### config.mk
export PLATFORM = sky130hd
export DESIGN_NAME = acs_sequencer
export DESIGN_NICKNAME = d
export VERILOG_FILES = /design/src/hw/acs_pkg.sv /design/src/hw/acs_sequencer.sv /design/src/hw/acs_serial_rx.sv
export SDC_FILE = /design/constraint.sdc
export NUM_CORES = 1
export LEC_CHECK = 0
export BUFFER_PORTS_ARGS = -buffer_cell sky130_fd_sc_hd__buf_4
export CORE_ASPECT_RATIO = 0.7
export CORE_UTILIZATION = 65
export DETAILED_ROUTE_END_ITERATION = 10
export PLACE_DENSITY = 0.83
export SYNTH_ARGS = -nofsm -noshare
export SYNTH_HDL_FRONTEND = slang
export SYNTH_SLANG_ARGS = --single-unit
### constraint.sdc
create_clock -name mclk -period 5.17 [get_ports mclk]
set_input_delay 0.517 -clock mclk [delete_from_list [all_inputs] [get_ports mclk]]
set_output_delay 0.517 -clock mclk [all_outputs]
set_load 0.02 [all_outputs]
### src/hw/acs_pkg.sv
package acs_pkg;

    // geometry of the converter front end
    localparam int NUM_CHAN = 8;
    localparam int CHAN_W   = 3;
    localparam int RANGE_W  = 2;
    localparam int WORD_W   = 16;

    // serial word as shifted in, first bit received is writeEn
    typedef struct packed {
        logic       writeEn;   // word bit 16
        logic [1:0] regSel;    // word bits 15..14
        logic [7:0] payload;   // word bits 13..6
        logic [4:0] tail;      // word bits 5..1
    } acsWord_t;

    // control fields inside the payload and tail
    localparam int CHAN_SEL_BIT0_POS    = 4;  // word bit 10 in payload
    localparam int CHAN_SEL_BIT2_POS    = 6;  // word bit 12 in payload
    localparam int SEQUENCER_CTRL_LO_POS = 1; // word bit 2 in tail
    localparam int SEQUENCER_CTRL_HI_POS = 2; // word bit 3 in tail

    // register select codes
    localparam logic [1:0] REG_CONTROL     = 2'h0;
    localparam logic [1:0] REG_RANGE_LOW   = 2'h1;
    localparam logic [1:0] REG_RANGE_HIGH  = 2'h2;
    localparam logic [1:0] REG_SEQUENCE    = 2'h3;

    // reset values and the bit count of a word
    localparam logic [7:0]        SEQ_FLAGS_RST = 8'h00;
    localparam logic [7:0]        RANGE_RST     = 8'h00;
    localparam logic [CHAN_W-1:0] CTRL_CHAN_RST = 3'h0;
    localparam logic [4:0]        BIT_COUNT_RST = 5'h00;
    localparam logic [4:0]        WORD_BITS     = 5'h10;

    typedef enum logic [1:0] {
        MODE_SINGLE_A = 2'h0,
        MODE_LIST     = 2'h1,
        MODE_CONSEC   = 2'h2,
        MODE_SINGLE_B = 2'h3
    } acsSeqMode_t;

    typedef enum logic [3:0] {
        RANGE_PM10  = 4'h1,
        RANGE_PM5   = 4'h2,
        RANGE_PM2P5 = 4'h4,
        RANGE_UNI10 = 4'h8
    } acsRangeSel_t;

    typedef enum logic [2:0] {
        ST_SINGLE = 3'h1,
        ST_LIST   = 3'h2,
        ST_CONSEC = 3'h4
    } acsSeqState_t;

    // conversion request handed to the analog front end
    typedef struct packed {
        logic [CHAN_W-1:0]  chan;
        logic [RANGE_W-1:0] range;
        acsRangeSel_t       sel;
    } acsConv_t;

endpackage

### src/hw/acs_sequencer.sv
`timescale 1ns/1ns
// Operation
// RQ1 - equal sequencer bits convert selected single channel
// RQ2 - list mode converts flagged channels, ascending
// RQ3 - list repeats and wraps until control write
// RQ4 - sequences apply each channel's stored range
// RQ5 - consecutive mode runs channel 0 to final
// RQ6 - sequence register holds one include flag per channel
// RQ7 - sequence word: write, select, flags at 13..6
// RQ8 - low range register: channels 0-3, two bits each
// RQ9 - host writes low range with select 01
// RQ10 - high range register: channels 4-7, same layout
// RQ11 - each selection applies stored range code
// RQ12 - all ranges reset to plus minus ten volts
// RQ13 - range code 00/01/10/11 decodes to four ranges
// RQ14 - channel select bits at word bits 12..10
// RQ15 - sequencer bits at word bits 3 and 2
// RQ16 - four registers have distinct select codes
// RQ17 - write flag zero leaves registers unchanged
module acs_sequencer
    import acs_pkg::*;
(
    input  wire logic     mclk,      // system clock, 100 MHz
    input  wire logic     rst,       // synchronous reset, high
    input  wire logic     ce,        // clock enable, freezes all state
    input  wire logic     csN,       // frame select pin, low active
    input  wire logic     sclk,      // serial clock pin
    input  wire logic     din,       // serial data pin
    output acs_pkg::acsConv_t conv,  // channel and range of this conversion
    output logic          convStart, // pulse per frame, conversion begins
    output logic          seqActive  // a sequencer mode is armed
);
    import acs_pkg::*;

    logic     frameStart, wordValid;
    acsWord_t word;

    acs_serial_rx u_rx (
        .mclk       (mclk),
        .rst        (rst),
        .ce         (ce),
        .csN        (csN),
        .sclk       (sclk),
        .din        (din),
        .frameStart (frameStart),
        .wordValid  (wordValid),
        .word       (word)
    );

    logic [CHAN_W-1:0]   ctrlChan_q, ctrlChan_d;
    logic [NUM_CHAN-1:0] seqChannelFlags_q, seqChannelFlags_d, payloadRev;
    logic [7:0]          rangeCodesLow_q, rangeCodesLow_d;
    logic [7:0]          rangeCodesHigh_q, rangeCodesHigh_d;
    acsSeqState_t        state_q, state_d;
    logic                restart_q, restart_d;
    acsConv_t            conv_q, conv_d;
    logic                convStart_q, convStart_d, seqActive_q, seqActive_d;
    logic [CHAN_W-1:0]   nextChan;
    logic                sequencerCtrlHi, sequencerCtrlLo;

    // channel 0 flag arrives first, so the payload is bit reversed
    genvar gi;
    generate
        for (gi = 0; gi < NUM_CHAN; gi++)
        begin : g_rev
            assign payloadRev[gi] = word.payload[NUM_CHAN-1-gi]; // [RQ6] [RQ7]
        end
    endgenerate

    assign sequencerCtrlHi = word.tail[SEQUENCER_CTRL_HI_POS];
    assign sequencerCtrlLo = word.tail[SEQUENCER_CTRL_LO_POS];

    // two range bits per channel, lowest channel in the top pair
    function automatic logic [RANGE_W-1:0] rangeOf(
        input logic [CHAN_W-1:0] ch,
        input logic [7:0]        low,
        input logic [7:0]        high
    );
        logic [7:0] sh;
        sh = (ch[2] ? high : low) << {ch[1:0], 1'b0};
        return sh[7:6];
    endfunction

    function automatic acsRangeSel_t decodeRange(input logic [RANGE_W-1:0] code);
        case (code)
            2'h0:    return RANGE_PM10;
            2'h1:    return RANGE_PM5;
            2'h2:    return RANGE_PM2P5;
            2'h3:    return RANGE_UNI10;
            default: return RANGE_PM10;
        endcase
    endfunction

    function automatic logic [CHAN_W-1:0] lowestFlag(input logic [NUM_CHAN-1:0] f);
        logic [CHAN_W-1:0] low;
        low = CTRL_CHAN_RST;
        for (int i = NUM_CHAN - 1; i >= 0; i--)
        begin
            if (f[i])
                low = CHAN_W'(i);
        end
        return low;
    endfunction

    // lowest flagged channel above cur, else wrap to lowest flagged
    function automatic logic [CHAN_W-1:0] nextFlagged(
        input logic [NUM_CHAN-1:0] f,
        input logic [CHAN_W-1:0]   cur,
        input logic                first
    );
        logic [CHAN_W-1:0] up;
        logic              foundUp;
        up      = CTRL_CHAN_RST;
        foundUp = 1'b0;
        for (int i = NUM_CHAN - 1; i >= 0; i--)
        begin
            if (f[i] && !first && (CHAN_W'(i) > cur))
            begin
                up      = CHAN_W'(i);
                foundUp = 1'b1;
            end
        end
        return foundUp ? up : lowestFlag(f);
    endfunction

    // channel picked for the conversion that a new frame starts
    always_comb
    begin
        case (state_q)
            ST_SINGLE:
                nextChan = ctrlChan_q;                                    // [RQ1]
            ST_LIST:
                nextChan = (seqChannelFlags_q == SEQ_FLAGS_RST) ? ctrlChan_q
                         : nextFlagged(seqChannelFlags_q, conv_q.chan, restart_q); // [RQ2] [RQ3]
            ST_CONSEC:
                nextChan = (restart_q || conv_q.chan >= ctrlChan_q) ? CTRL_CHAN_RST
                         : conv_q.chan + 3'h1;                            // [RQ5]
            default:
                nextChan = ctrlChan_q;
        endcase
    end

    // register writes and conversion stepping
    always_comb
    begin
        ctrlChan_d        = ctrlChan_q;
        seqChannelFlags_d = seqChannelFlags_q;
        rangeCodesLow_d   = rangeCodesLow_q;
        rangeCodesHigh_d  = rangeCodesHigh_q;
        state_d           = state_q;
        restart_d         = restart_q;
        conv_d            = conv_q;
        convStart_d       = 1'b0;
        if (frameStart)
        begin
            conv_d.chan  = nextChan;
            conv_d.range = rangeOf(nextChan, rangeCodesLow_q, rangeCodesHigh_q); // [RQ4] [RQ11]
            conv_d.sel   = decodeRange(conv_d.range);                     // [RQ13]
            convStart_d  = 1'b1;
            restart_d    = 1'b0;
        end
        // a read-only word does not touch any register
        if (wordValid && word.writeEn)                                    // [RQ17]
        begin
            case (word.regSel)                                            // [RQ16]
                REG_CONTROL:
                begin
                    ctrlChan_d = word.payload[CHAN_SEL_BIT2_POS:CHAN_SEL_BIT0_POS]; // [RQ14]
                    restart_d  = 1'b1;                                    // [RQ3]
                    case (acsSeqMode_t'({sequencerCtrlHi, sequencerCtrlLo})) // [RQ15]
                        MODE_LIST:   state_d = ST_LIST;                   // [RQ2]
                        MODE_CONSEC: state_d = ST_CONSEC;                 // [RQ5]
                        default:     state_d = ST_SINGLE;                 // [RQ1]
                    endcase
                end
                REG_SEQUENCE:
                begin
                    seqChannelFlags_d = payloadRev;                       // [RQ6] [RQ7]
                    restart_d         = 1'b1;
                end
                REG_RANGE_LOW:
                    rangeCodesLow_d = word.payload;                       // [RQ8] [RQ9]
                REG_RANGE_HIGH:
                    rangeCodesHigh_d = word.payload;                      // [RQ10]
                default:
                    ctrlChan_d = ctrlChan_q;
            endcase
        end
        seqActive_d = (state_d != ST_SINGLE);
    end

    // all registers hold while ce is low, outputs included
    always_ff @(posedge mclk)
    begin
        if (rst)
        begin
            ctrlChan_q        <= CTRL_CHAN_RST;
            seqChannelFlags_q <= SEQ_FLAGS_RST;
            rangeCodesLow_q   <= RANGE_RST;                               // [RQ12]
            rangeCodesHigh_q  <= RANGE_RST;                               // [RQ12]
            state_q           <= ST_SINGLE;
            restart_q         <= 1'b1;
            conv_q            <= '{chan: 3'h0, range: 2'h0, sel: RANGE_PM10};
            convStart_q       <= 1'b0;
            seqActive_q       <= 1'b0;
        end
        else if (ce)
        begin
            ctrlChan_q        <= ctrlChan_d;
            seqChannelFlags_q <= seqChannelFlags_d;
            rangeCodesLow_q   <= rangeCodesLow_d;
            rangeCodesHigh_q  <= rangeCodesHigh_d;
            state_q           <= state_d;
            restart_q         <= restart_d;
            conv_q            <= conv_d;
            convStart_q       <= convStart_d;
            seqActive_q       <= seqActive_d;
        end
    end

    assign conv      = conv_q;
    assign convStart = convStart_q;
    assign seqActive = seqActive_q;

    logic ctrlWrite, listStep;
    assign ctrlWrite = ce && wordValid && word.writeEn && (word.regSel == REG_CONTROL);
    assign listStep  = ce && frameStart && (state_q == ST_LIST)
                     && (seqChannelFlags_q != SEQ_FLAGS_RST);
endmodule

### src/hw/acs_serial_rx.sv
`timescale 1ns/1ns
module acs_serial_rx
    import acs_pkg::*;
(
    input  wire logic     mclk,        // system clock
    input  wire logic     rst,         // synchronous reset, high
    input  wire logic     ce,          // clock enable
    input  wire logic     csN,         // frame select pin, low active
    input  wire logic     sclk,        // serial clock pin
    input  wire logic     din,         // serial data pin
    output logic          frameStart,  // pulse on frame select fall
    output logic          wordValid,   // pulse after the 16th bit
    output acs_pkg::acsWord_t word     // last complete word
);
    import acs_pkg::*;

    logic [1:0] csSync_q, csSync_d, sclkSync_q, sclkSync_d, dinSync_q, dinSync_d;
    logic       csLast_q, csLast_d, sclkLast_q, sclkLast_d;
    logic [4:0] count_q, count_d;
    logic [WORD_W-1:0] shift_q, shift_d;
    logic       frameStart_q, frameStart_d, wordValid_q, wordValid_d;
    acsWord_t   word_q, word_d;
    logic       sclkFall, csFall;

    // pins pass two flops; only the second stage feeds edge detection
    always_comb
    begin
        csSync_d     = {csSync_q[0], csN};
        sclkSync_d   = {sclkSync_q[0], sclk};
        dinSync_d    = {dinSync_q[0], din};
        csLast_d     = csSync_q[1];
        sclkLast_d   = sclkSync_q[1];
        sclkFall     = sclkLast_q & ~sclkSync_q[1];
        csFall       = csLast_q & ~csSync_q[1];
        count_d      = count_q;
        shift_d      = shift_q;
        word_d       = word_q;
        wordValid_d  = 1'b0;
        frameStart_d = csFall;
        if (csSync_q[1])
        begin
            count_d = BIT_COUNT_RST;                    // a short frame is discarded
        end
        else if (sclkFall && (count_q < WORD_BITS))
        begin
            shift_d = {shift_q[WORD_W-2:0], dinSync_q[1]}; // msb first [RQ7]
            count_d = count_q + 5'h01;
            if (count_q == WORD_BITS - 5'h01)
            begin
                word_d      = acsWord_t'({shift_q[WORD_W-2:0], dinSync_q[1]});
                wordValid_d = 1'b1;
            end
        end
    end

    // idle levels are high so reset never fakes an edge
    always_ff @(posedge mclk)
    begin
        if (rst)
        begin
            csSync_q     <= 2'h3;
            sclkSync_q   <= 2'h3;
            dinSync_q    <= 2'h0;
            csLast_q     <= 1'b1;
            sclkLast_q   <= 1'b1;
            count_q      <= BIT_COUNT_RST;
            shift_q      <= 16'h0000;
            word_q       <= 16'h0000;
            frameStart_q <= 1'b0;
            wordValid_q  <= 1'b0;
        end
        else if (ce)
        begin
            csSync_q     <= csSync_d;
            sclkSync_q   <= sclkSync_d;
            dinSync_q    <= dinSync_d;
            csLast_q     <= csLast_d;
            sclkLast_q   <= sclkLast_d;
            count_q      <= count_d;
            shift_q      <= shift_d;
            word_q       <= word_d;
            frameStart_q <= frameStart_d;
            wordValid_q  <= wordValid_d;
        end
    end

    assign frameStart = frameStart_q;
    assign wordValid  = wordValid_q;
    assign word       = word_q;
endmodule

==> impl_metrics.ini <==
[drt]
vias_per_cell = 5.81
drt-total-wl_mm = 8.02
vias = 3214
drc_errors = 0
ant_nets = 0
drt_iter0_drc = 187
drt_pass1_iterations = 5
wl_per_cell_microns = 14.5

[placed_design]
dpl.hpwl_mm = 5.58
dpl.cell_count = 537
dpl_cell_area_sq_um = 3960
gp_congestion = 0.916
port_buffers = 16
dpl_worst_slack_ns = 2.00

[setup_path]
reg2reg_from = conv[6]
crit_buf_inv = 1
path_max_fanout = 8
critPathTopFamily = compound AO/OA/AOI/OAI gates
path_cells = inv_1 -> ha_1 -> nor2b_1 -> o21ai_0 -> nor2b_1 -> a311o_4 -> o21ai_4 -> mux4_2 -> mux2_2 -> o31ai_1
rrSetupSlack_ns = 1.96
crit_path_start_kind = flop
slowest_stage = mux4_2
crit_top_cell = nor2b_1
worstPathRequired_ns = 5.42
worst-setup-path-type = reg -> reg
worstPathArrival_ns = 3.46
cpPeakStageDelay_ns = 0.58
crit_path_end_kind = flop
cp.depth = 10
reg2reg_depth = 10
timing.rr.end = conv[0]

[logic_synthesis]
synthCells = 473
synth-edff-count = 0
syn_avg_cell_area_sq_um = 8.14
synth.largest_area_cell = dfxtp_1
ys.warnings.count = 0
synthArstFlopShare = 0
synth_seq_cells = 85
synthesis.area_sq_um = 3850
synth_common_cells = nand2_1, dfxtp_1, a21oi_1
yosysTopAreaCellShare = 0.442
post-synth-top-count-cell = nand2_1
syn-num-nets = 494
synth_cell_types = 48
ys_seq_area_frac = 0.442
ys_top_cells_by_area = dfxtp_1, nand2_1, a21oi_1
ys.flop_type = dfxtp_1

[clock_tree]
clkSinkCount = 85
h-tree-depth = 3
clkTransAtPathRegs_ns = 0.08
postCtsHoldBufs = 0
cts_tree = built
post_cts_buffers = 0
clock_latency_ns = 0.36
cts_root_buf = clkbuf_8
cts_buffers = 9
cts_buffer_depth = 2
cts_resized = 0

[grt]
grt_pass1_vias = 2731
antenna_found_initial = 0
grt_usage = 0.270
grt_overflow = 0
grt_max_degree = 89
grt_pass1_wl_mm = 12.8

[die]
core_sq_um = 5730
die_area_sq_um = 6240
chipHeight_microns = 66.4
start_util = 0.672
pin_count = 17
rows = 23
die_x_microns = 94.0

[finish]
final_cells = 553
drive_gt1_frac = 0.0900
fin_util = 0.729
design_area_sq_um = 4170
syn_to_final_growth_pct = 8.38
diodes = 0
nets = 494

[sta]
holdWs_ns = 0.367
finalHoldViolCount = 0
slew_headroom = 0.429
min_period_ns = 3.21
post-route-period-util = 0.620
maxSlewViolCount = 0
skew_ns = 0.00801
clock.fmax_mhz = 312
rsz0062_at_grt = false
setup_ws_ns = 1.96
setup_viol = 0
tightest_slew_ns = 0.856
final.setup.tns_ns = 0

[worst_hold_path]
hold_depth = 2
hold_path_class = in -> reg
hold_start = csN
hold-path-endpoint = u_rx.csSync_q[0]

[job]
drv_cap = 0

[power]
power_density_nw_per_um2 = 286
vdd_drop_max_mv = 0.189
power_mw = 1.19
leakage_nw = 1.49

[status]
status = finished clean
## sequential cells by signal, indices dropped and copies added, names as in the netlist
signal / flops
u_rx.shift_q: 15
u_rx.word: 13
conv: 9
rangeCodesHigh_q: 8
rangeCodesLow_q: 8
seqChannelFlags_q: 8
u_rx.count_q: 5
ctrlChan_q: 3
state_q: 3
u_rx.csSync_q: 2
u_rx.dinSync_q: 2
u_rx.sclkSync_q: 2
convStart: 1
restart_q: 1
seqActive: 1
u_rx.csLast_q: 1
u_rx.frameStart: 1
u_rx.sclkLast_q: 1
u_rx.wordValid: 1
## worst reg2reg max path: cells and delay by family (launching register included)
family | cells | cell delay, ns
adder cells (fa/ha/maj) | 1 | 0.27
AO/OA/AOI/OAI | 4 | 0.94
AND/OR/NAND/NOR | 2 | 0.37
multiplexers | 2 | 0.90
buffers and inverters | 1 | 0.17
flip-flops | 1 | 0.46
## worst max path at each step
| stage | from | to |
|---|---|---|
| after CTS | conv[7] | conv[1] |
| after global routing | conv[6] | conv[1] |
| final | conv[6] | conv[0] |
| after global placement | conv[7] | conv[1] |
| after floorplan | conv[6] | conv[1] |
| after detailed placement | conv[7] | conv[1] |
## logic make-up after synthesis
logic type	after synthesis	synth area share
compound gates	116	0.188
xor+xnor	1	0.00228
fa+ha+maj	15	0.0487
buf+inv	43	0.0429
flops	85	0.442
mux	16	0.0491
simple gates	197	0.227
## where the power goes
part / leakage [nW] / switching [mW] / total, mW / internal (mW)
logic: 0.695 / 0.0205 / 0.0310 / 0.0104
clock network: 0.107 / 0.227 / 0.499 / 0.272
registers: 0.686 / 0.00295 / 0.662 / 0.659
total: 1.49 / 0.251 / 1.19 / 0.941
## cell usage in the layout (no fill, tap or decap), types with 6 or more instances in the layout
cell and instances:
ha_1 15, o21ai_0 8, dfxtp_1 85, nand3_1 14, nand2_1 120, a211o_1 7, inv_1 16, nor2b_1 11
clkbuf_8 9, a21oi_1 70, mux2i_1 11, nor2_1 25, buf_4 16, a211oi_1 6
## layout make-up
class | count | area (sq um)
clock buffer | 10 | 128
clock inverter | 6 | 86.3
fill | 445 | 1550
inverter | 16 | 60.1
multi-input combinational | 345 | 1980
sequential | 85 | 1700
tap | 75 | 93.8
timing repair buffer | 16 | 120
## metal layers
metal | up-vias | GRT usage | wire length, microns
met4 | 0 | 0.0692 | 68
met1 | 1476 | 0.362 | 3850
li1 | 1628 | - | -
met5 | - | 0 | 0
met3 | 6 | 0.107 | 680
met2 | 104 | 0.405 | 3410
Note: power is estimated with default switching activity, not from simulation.
